==> src/uss_fifo.sv <==
// Shared constants and the capture FIFO for the shift and storage register
`timescale 1ns/1ps

package uss_pkg;
   localparam int WIDTH = 8;
   localparam int FIFO_DEPTH = 16;
   localparam logic [WIDTH-1:0] STAGE_RST = 8'h00;
   localparam int MSB = WIDTH - 1;
   // Positions inside the synchronised pin vector
   localparam int SYNC_W = WIDTH + 7;
   localparam int SY_CLK = WIDTH + 6;
   localparam int SY_S1 = WIDTH + 5;
   localparam int SY_S0 = WIDTH + 4;
   localparam int SY_DS0 = WIDTH + 3;
   localparam int SY_DS7 = WIDTH + 2;
   localparam int SY_OEA = WIDTH + 1;
   localparam int SY_OEB = WIDTH;
   // Mode as {mode_select_high, mode_select_low}, Gray along the cycle
   typedef enum logic [1:0]
   {
      MODE_HOLD = 2'h0,
      MODE_SHR = 2'h1,
      MODE_LOAD = 2'h3,
      MODE_SHL = 2'h2
   } uss_mode_e;
endpackage

module uss_fifo
#(
   parameter int W = 8,
   parameter int D = 16
)
(
   // Clock and reset
   input wire logic mclk,
   input wire logic rst,
   // Filling side
   input wire logic in_valid,
   output logic in_ready,
   input wire logic [W-1:0] in_data,
   // Draining side
   output logic out_valid,
   input wire logic out_ready,
   output logic [W-1:0] out_data
);
   localparam int PW = $clog2(D);
   localparam int CW = $clog2(D + 1);
   localparam logic [CW-1:0] CNT_FULL = CW'(D);
   localparam logic [CW-1:0] CNT_ONE = CW'(1);
   localparam logic [PW-1:0] PTR_ONE = PW'(1);

   logic [W-1:0] mem [D];
   logic [PW-1:0] wr_ptr_r, wr_ptr_nxt, rd_ptr_r, rd_ptr_nxt;
   logic [CW-1:0] cnt_r, cnt_nxt;
   logic full_r, full_nxt;
   logic room_r, room_nxt;
   logic ov_r, ov_nxt;
   logic [W-1:0] od_r, od_nxt;
   logic push, pop;

   assign push = in_valid && !full_r;
   assign pop = (cnt_r != '0) && (!ov_r || out_ready);
   assign in_ready = room_r;
   assign out_valid = ov_r;
   assign out_data = od_r;

   always_comb
   begin
      wr_ptr_nxt = push ? wr_ptr_r + PTR_ONE : wr_ptr_r;
      rd_ptr_nxt = pop ? rd_ptr_r + PTR_ONE : rd_ptr_r;
      cnt_nxt = cnt_r;
      if (push && !pop)
      begin
         cnt_nxt = cnt_r + CNT_ONE;
      end
      else if (pop && !push)
      begin
         cnt_nxt = cnt_r - CNT_ONE;
      end
      full_nxt = (cnt_nxt == CNT_FULL);
      room_nxt = (cnt_nxt != CNT_FULL);
      ov_nxt = pop ? 1'b1 : (ov_r && !out_ready);
      od_nxt = pop ? mem[rd_ptr_r] : od_r;
      if (rst)
      begin
         wr_ptr_nxt = '0;
         rd_ptr_nxt = '0;
         cnt_nxt = '0;
         full_nxt = 1'b0;
         room_nxt = 1'b1;
         ov_nxt = 1'b0;
         od_nxt = '0;
      end
   end

   always_ff @(posedge mclk)
   begin
      wr_ptr_r <= wr_ptr_nxt;
      rd_ptr_r <= rd_ptr_nxt;
      cnt_r <= cnt_nxt;
      full_r <= full_nxt;
      room_r <= room_nxt;
      ov_r <= ov_nxt;
      od_r <= od_nxt;
      if (push)
      begin
         mem[wr_ptr_r] <= in_data;
      end
   end
endmodule // uss_fifo

==> src/uss_shift_reg.sv <==
// Eight-stage universal shift and storage register with bidirectional pins
`timescale 1ns/1ps
// Functional notes
// - Eight edge-triggered storage stages numbered 0 to 7 form one register.
// - Low clear input forces all stages low at once, ignoring mode and clock.
// - Besides clear, stored state changes only on a rising shift clock edge.
// - Both selects high: rising edge loads parallel pin n into stage n.
// - Select high low, low high: shift right, serial in enters stage 0.
// - Select high high, low low: shift left, serial in enters stage 7.
// - Both selects low: all stages hold their value.
// - When enabled, each stage drives its matching parallel pin.
// - Either output enable high puts all parallel pins in high impedance.
// - Shift, hold, load and clear still work while pins are released.
// - Both selects high also release the pins for an external load.
// - Stage 0 and stage 7 appear on two always driven serial outputs.
module uss_shift_reg
(
   // Clock and reset
   input wire logic mclk,
   input wire logic rst,
   // Register control pins
   input wire logic shift_clock,
   input wire logic async_clear_n,
   input wire logic mode_select_low,
   input wire logic mode_select_high,
   input wire logic right_shift_serial_in,
   input wire logic left_shift_serial_in,
   input wire logic output_enable_a_n,
   input wire logic output_enable_b_n,
   // Parallel pins
   input wire logic [uss_pkg::MSB:0] parallel_bidir_pins_in,
   output logic [uss_pkg::MSB:0] parallel_bidir_pins_out,
   output logic [uss_pkg::MSB:0] parallel_bidir_pins_oe,
   // Serial outputs
   output logic stage0_serial_out,
   output logic stage7_serial_out,
   // Status
   output logic [1:0] current_mode,
   output logic capture_lost,
   input wire logic capture_lost_clr,
   // Capture stream of register contents
   output logic [uss_pkg::MSB:0] capture_data,
   output logic capture_valid,
   input wire logic capture_ready,
   output logic capture_room
);
   logic [uss_pkg::SYNC_W-1:0] sync_nxt, sync1_r, sync2_r;
   logic clr_meta_r, clr_ok_r;
   logic clk_prev_r, clk_prev_nxt;
   logic [uss_pkg::MSB:0] stage_r, stage_nxt;
   logic upd_r, upd_nxt;
   logic [uss_pkg::MSB:0] oe_r, oe_nxt;
   logic [1:0] mode_r, mode_nxt;
   logic lost_r, lost_nxt;
   logic [uss_pkg::MSB:0] pins_s;
   logic clk_s, s0_s, s1_s, ds0_s, ds7_s, oea_s, oeb_s;
   logic rise, act, drive;
   uss_pkg::uss_mode_e mode;

   // Pin synchronisers
   assign sync_nxt = {shift_clock, mode_select_high, mode_select_low,
      right_shift_serial_in, left_shift_serial_in, output_enable_a_n,
      output_enable_b_n, parallel_bidir_pins_in};

   always_ff @(posedge mclk)
   begin
      if (rst)
      begin
         sync1_r <= '0;
         sync2_r <= '0;
      end
      else
      begin
         sync1_r <= sync_nxt;
         sync2_r <= sync1_r;
      end
   end

   assign clk_s = sync2_r[uss_pkg::SY_CLK];
   assign s1_s = sync2_r[uss_pkg::SY_S1];
   assign s0_s = sync2_r[uss_pkg::SY_S0];
   assign ds0_s = sync2_r[uss_pkg::SY_DS0];
   assign ds7_s = sync2_r[uss_pkg::SY_DS7];
   assign oea_s = sync2_r[uss_pkg::SY_OEA];
   assign oeb_s = sync2_r[uss_pkg::SY_OEB];
   assign pins_s = sync2_r[uss_pkg::MSB:0];
   assign mode = uss_pkg::uss_mode_e'({s1_s, s0_s});

   // Clear release is synchronised; assertion acts at once
   always_ff @(posedge mclk or negedge async_clear_n)
   begin
      if (!async_clear_n)
      begin
         clr_meta_r <= 1'b0;
         clr_ok_r <= 1'b0;
      end
      else
      begin
         clr_meta_r <= 1'b1;
         clr_ok_r <= clr_meta_r;
      end
   end

   // Rising edge of the shift clock
   assign rise = clk_s && !clk_prev_r;
   assign act = rise && clr_ok_r;

   always_comb
   begin
      clk_prev_nxt = rst ? 1'b0 : clk_s;
   end

   always_ff @(posedge mclk)
   begin
      clk_prev_r <= clk_prev_nxt;
   end

   // Stage update
   always_comb
   begin
      stage_nxt = stage_r;
      upd_nxt = 1'b0;
      if (rst)
      begin
         stage_nxt = uss_pkg::STAGE_RST;
      end
      else if (act)
      begin
         case (mode)
            uss_pkg::MODE_LOAD:
            begin
               stage_nxt = pins_s;
               upd_nxt = 1'b1;
            end
            uss_pkg::MODE_SHR:
            begin
               stage_nxt = {stage_r[uss_pkg::MSB-1:0], ds0_s};
               upd_nxt = 1'b1;
            end
            uss_pkg::MODE_SHL:
            begin
               stage_nxt = {ds7_s, stage_r[uss_pkg::MSB:1]};
               upd_nxt = 1'b1;
            end
            uss_pkg::MODE_HOLD:
            begin
               stage_nxt = stage_r;
            end
            default:
            begin
               stage_nxt = stage_r;
            end
         endcase
      end
   end

   // Eight stages, cleared directly by the clear pin
   always_ff @(posedge mclk or negedge async_clear_n)
   begin
      if (!async_clear_n)
      begin
         stage_r <= uss_pkg::STAGE_RST;
         upd_r <= 1'b0;
      end
      else
      begin
         stage_r <= stage_nxt;
         upd_r <= upd_nxt;
      end
   end

   // Pin drivers, one enable per pin
   assign drive = !(oea_s || oeb_s) && !(s0_s && s1_s);

   generate
      for (genvar i = 0; i <= uss_pkg::MSB; i++)
      begin : g_oe
         always_comb
         begin
            oe_nxt[i] = rst ? 1'b0 : drive;
         end
      end
   endgenerate

   // Status flags; a new loss wins over its clear
   always_comb
   begin
      mode_nxt = rst ? 2'h0 : {s1_s, s0_s};
      lost_nxt = lost_r;
      if (rst)
      begin
         lost_nxt = 1'b0;
      end
      else if (upd_r && !capture_room)
      begin
         lost_nxt = 1'b1;
      end
      else if (capture_lost_clr)
      begin
         lost_nxt = 1'b0;
      end
   end

   always_ff @(posedge mclk)
   begin
      oe_r <= oe_nxt;
      mode_r <= mode_nxt;
      lost_r <= lost_nxt;
   end

   assign parallel_bidir_pins_out = stage_r;
   assign parallel_bidir_pins_oe = oe_r;
   assign stage0_serial_out = stage_r[0];
   assign stage7_serial_out = stage_r[uss_pkg::MSB];
   assign current_mode = mode_r;
   assign capture_lost = lost_r;

   // Capture FIFO of every clocked change
   uss_fifo
   #(
      .W(uss_pkg::WIDTH),
      .D(uss_pkg::FIFO_DEPTH)
   )
   u_fifo
   (
      .mclk(mclk),
      .rst(rst),
      .in_valid(upd_r),
      .in_ready(capture_room),
      .in_data(stage_r),
      .out_valid(capture_valid),
      .out_ready(capture_ready),
      .out_data(capture_data)
   );
endmodule // uss_shift_reg

==> config.mk <==
export PLATFORM = sky130hd
export DESIGN_NAME = uss_shift_reg
export DESIGN_NICKNAME = d
export VERILOG_FILES = /design/src/uss_fifo.sv /design/src/uss_shift_reg.sv
export SDC_FILE = /design/constraint.sdc
export NUM_CORES = 1
export LEC_CHECK = 0
export ABC_AREA = 1
export BUFFER_PORTS_ARGS = -buffer_cell sky130_fd_sc_hd__buf_4
export CORE_ASPECT_RATIO = 1.2
export CORE_MARGIN = 1.5
export CORE_UTILIZATION = 45
export CTS_BUF_LIST = sky130_fd_sc_hd__clkbuf_4 sky130_fd_sc_hd__clkbuf_8
export DETAILED_ROUTE_END_ITERATION = 8
export PLACE_DENSITY = 0.66
export SETUP_SLACK_MARGIN = 0.5
export SLEW_MARGIN = 20
export SYNTH_ARGS = -nofsm -noshare
export SYNTH_HDL_FRONTEND = slang
export SYNTH_SLANG_ARGS = --single-unit
==> constraint.sdc <==
create_clock -name mclk -period 1.8 [get_ports mclk]
set_input_delay 0.18 -clock mclk [delete_from_list [all_inputs] [get_ports mclk]]
set_output_delay 0.18 -clock mclk [all_outputs]
set_load 0.05 [all_outputs]
==> summary.txt <==
Route
  – Final WL: slightly above 20 mm
  – Initial DRC Count: between 400 and 500
  – Vias per cell: between 5 and 6
  – Routed len/inst: ~18 um
  – Antenna violation net count after detailed routing: 0
  – Number of remaining DRC errors: 0
  – Drt pass-1 iters: 5
  – Vias: between 5,000 and 6,000

Status
  – Status: finished clean

Pwr
  – Cell area power density: 1180 nW/um2
  – Leakage: between 4 and 5 nW
  – Max IR drop VDD: around 0.66 mV

Yosys
  – Compound-Gate Fraction of Synth Area: between 7 and 8%
  – Synth Area in Simple Gates: about 18%
  – Xor/xnor share of the synthesized area: 0.108%
  – Mapped cell area: about 8000 um2
  – Yosys cell types: 39
  – Sequential area share after synthesis: 65.7%
  – Register bit total from synthesis: between 150 and 200
  – Ys Warns: 0
  – Largest family of logic cells by synthesized area: simple AND/OR/NAND/NOR gates
  – Mean Syn Cell Area: 10.4 um2
  – Syn nets: a little over 800
  – Post-Synth Adder-Cell Area: under 10%
  – Multiplexer area fraction after synthesis: 0%
  – Synthesized instance count: about 780

Die
  – Num rows: 53
  – DIE HEIGHT: ~150 um
  – Core box area: approximately 18,000 um2
  – Initial Util: approximately 46%
  – I/O pins: between 50 and 60
  – Die area: roughly 19,000 um2
  – Die W: 125 um

Setup path
  – Crit path buf inv count: 3
  – Largest stage delay on the critical path: ~0.45 ns
  – CP max stage cell: dfxtp_4
  – Endpoint type of the worst setup path: register
  – Crit path launch type: register
  – Most used cell, CP: nand3_1
  – Setup CP Type: register to register
  – CP arrival: about 2.0 ns
  – WP data required: 2.19 ns
  – CP Max Fanout: 10
  – Worst r2r src: u_fifo.rd_ptr_r[0]
  – Crit-path leading delay family: simple AND/OR/NAND/NOR gates
  – Crit. Startpoint: u_fifo.rd_ptr_r[0]
  – Cells along the critical path: inv_8 -> buf_12 -> o21ai_0 -> nand3_1 -> nand3_1 -> nand3_2 -> nand2_1 -> inv_1

STA
  – Final Hold Vio Count: 0
  – Clock Skews: around 0.015 ns
  – Slew @ Worst Pin: between 0.5 and 0.6 ns
  – Fin worst setup slack: approximately 0.21 ns
  – Setup TNS: 0 ns
  – Final period util: between 80% and 90%
  – Max Fclk: 630 MHz
  – Final setup viols: 0
  – Relative slew margins: between 60% and 70%
  – Tmin final: about 1.6 ns
  – Slew Viols, Final: 0
  – RSZ-0062 raised after global routing: true

Placed design
  – Placed cell areas: slightly below 9000 um2
  – RePlAce Congestion: between 0.7 and 0.8
  – Input/output buffers: 50
  – Post-DP HPWL: 11.0 mm
  – Place WS: around 0.26 ns

Clock network
  – # H-tree levels: 4
  – TritonCTS Buffers: 17
  – Worst-path clk slew: 0.11 ns
  – Max clock buf depth: 2
  – CTS Sinks: between 150 and 200
  – CTS root buffer: clkbuf_8
  – CTS tree: done
  – Worst skew pair latency: roughly 0.48 ns

Finish
  – Commonest non-fill, non-tap cell in the layout: nor2_1
  – P&R area growth vs syn: 33.6%
  – Reg area: 5350 um2
  – Antenna cell count: 0
  – Final nets: 926
  – Layout cells sized above 1: a little over a third
  – Most frequent cells in the layout: nor2_1, edfxtp_1, buf_4
  – Footprint of the multi-input gates: 2850 um2
  – Fin util: between 60 and 70%
  – FILL cells: roughly 1,300
  – Fin area: approximately 11,000 um2

Global route
  – Largest net degree at the start of global routing: between 40 and 50
  – Initial antenna violation count: 0
  – First-pass GRT wire length: between 30 and 40 mm
  – GRT overflow: 0
  – Gr usage total: 22.0%
  – Vias in the first global route: around 5,700

Hold path
  – Hold Crit Class: input pin to async pin

Run
  – Max-cap violations: 0
worst reg2reg max path, stage by stage (launching register included):
cell     delay (ns)
dfxtp_4        0.45
inv_8          0.10
buf_12         0.16
o21ai_0        0.22
nand3_1        0.17
nand3_1        0.19
nand3_2        0.10
nand2_1        0.07
inv_1          0.04
cell families (layout without fill, tap and decap cells):
| kind of cell | after synthesis | after routing |
|---|---|---|
| AND/OR/NAND/NOR | 328 | 328 |
| flip-flops | 198 | 198 |
| buffers and inverters | 123 | 256 |
| AO/OA/AOI/OAI | 113 | 113 |
| adder cells (fa/ha/maj) | 11 | 11 |
| other | 1 | 1 |
| XOR/XNOR | 1 | 1 |
power by group:
| part | switching (mW) | total [mW] | internal, mW |
|---|---|---|---|
| clock network | 1.70 | 2.82 | 1.12 |
| registers | 0.206 | 5.19 | 4.98 |
| logic | 2.80 | 4.73 | 1.92 |
| total | 4.71 | 12.7 | 8.02 |
synthesized netlist by cell type, drive strengths merged:
cell type    n  share of area, %
nor2       202               9.7
edfxtp     128                48
inv         78               3.7
o21ai       78               4.8
nand3       62               4.2
dfxtp       59                15
nand2       51               2.8
buf         29               2.6
clkbuf      14              0.65
o211ai      14               1.3
a21oi       11              0.73
dfrtp       11               3.4
ha          11               1.7
o22ai        7              0.54
or2          5              0.39
nand4        4              0.31
clkinv       2             0.093
nor3         2              0.12
nor4         2              0.15
a221oi       1              0.11
a31oi        1             0.078
conb         1             0.046
o221ai       1              0.11
xnor2        1              0.11
routing by layer:
layer | global-route usage [%] | share of wire (%) | up-vias
li1 | - | - | 2832
met1 | 25.4 | 38 | 2853
met2 | 38.6 | 52 | 235
met3 | 4.58 | 5.4 | 57
met4 | 11.7 | 4.5 | 0
met5 | 0 | 0 | -
layout make-up:
cell class / instances / share of cell area (%)
inverter: 80 / 3.20
sequential: 198 / 49.6
clock buffer: 18 / 2.24
tap: 220 / 2.55
timing repair buffer: 144 / 14.5
multi-input combinational: 454 / 26.5
clock inverter: 14 / 1.40
repair_timing:
item | in CTS | in global routing
resized for setup | 162 | 122
gates cloned | 6 | 0
buffers inserted | 35 | 9
hold endpoints to repair | 31 | 0
hold buffers | 18 | 0
setup endpoints to repair | 171 | 174
pin swaps | 46 | 37
worst paths after layout:
check | endpoint | slack, ns | cells past startpoint
max in group asynchronous | parallel_bidir_pins_out[6] | 1.56 | 2
max | u_fifo.out_data[4] | 0.21 | 8
max reg2reg | u_fifo.out_data[4] | 0.21 | 8
min in group mclk | u_fifo.out_valid | 0.19 | 4
min reg2reg | clr_ok_r | 0.36 | 0
min | clr_meta_r | 0.07 | 2
sequential cells by signal, indices dropped and copies added (netlist names):
signal / count
u_fifo.mem: 128
capture_lost: 1
u_fifo.out_data: 8
u_fifo.cnt_r: 5
clr_meta_r: 1
u_fifo.in_ready: 1
u_fifo.full_r: 1
sync2_r: 15
current_mode: 2
u_fifo.out_valid: 1
upd_r: 1
parallel_bidir_pins_oe: 1
clk_prev_r: 1
clr_ok_r: 1
u_fifo.wr_ptr_r: 4
parallel_bidir_pins_out: 8
sync1_r: 15
u_fifo.rd_ptr_r: 4
stage by stage:
step           cells  total power, mW  hold WS [ns]
2_1_floorplan    775             7.73        -0.116
3_3_place_gp    1028             8.43        0.0223
3_5_place_dp    1028             8.44        0.0237
4_1_cts         1119             12.3        0.0490
5_1_grt         1128             13.3        0.0621
6_report        1128             12.7        0.0673
Note: power is estimated with default switching activity, not from simulation.
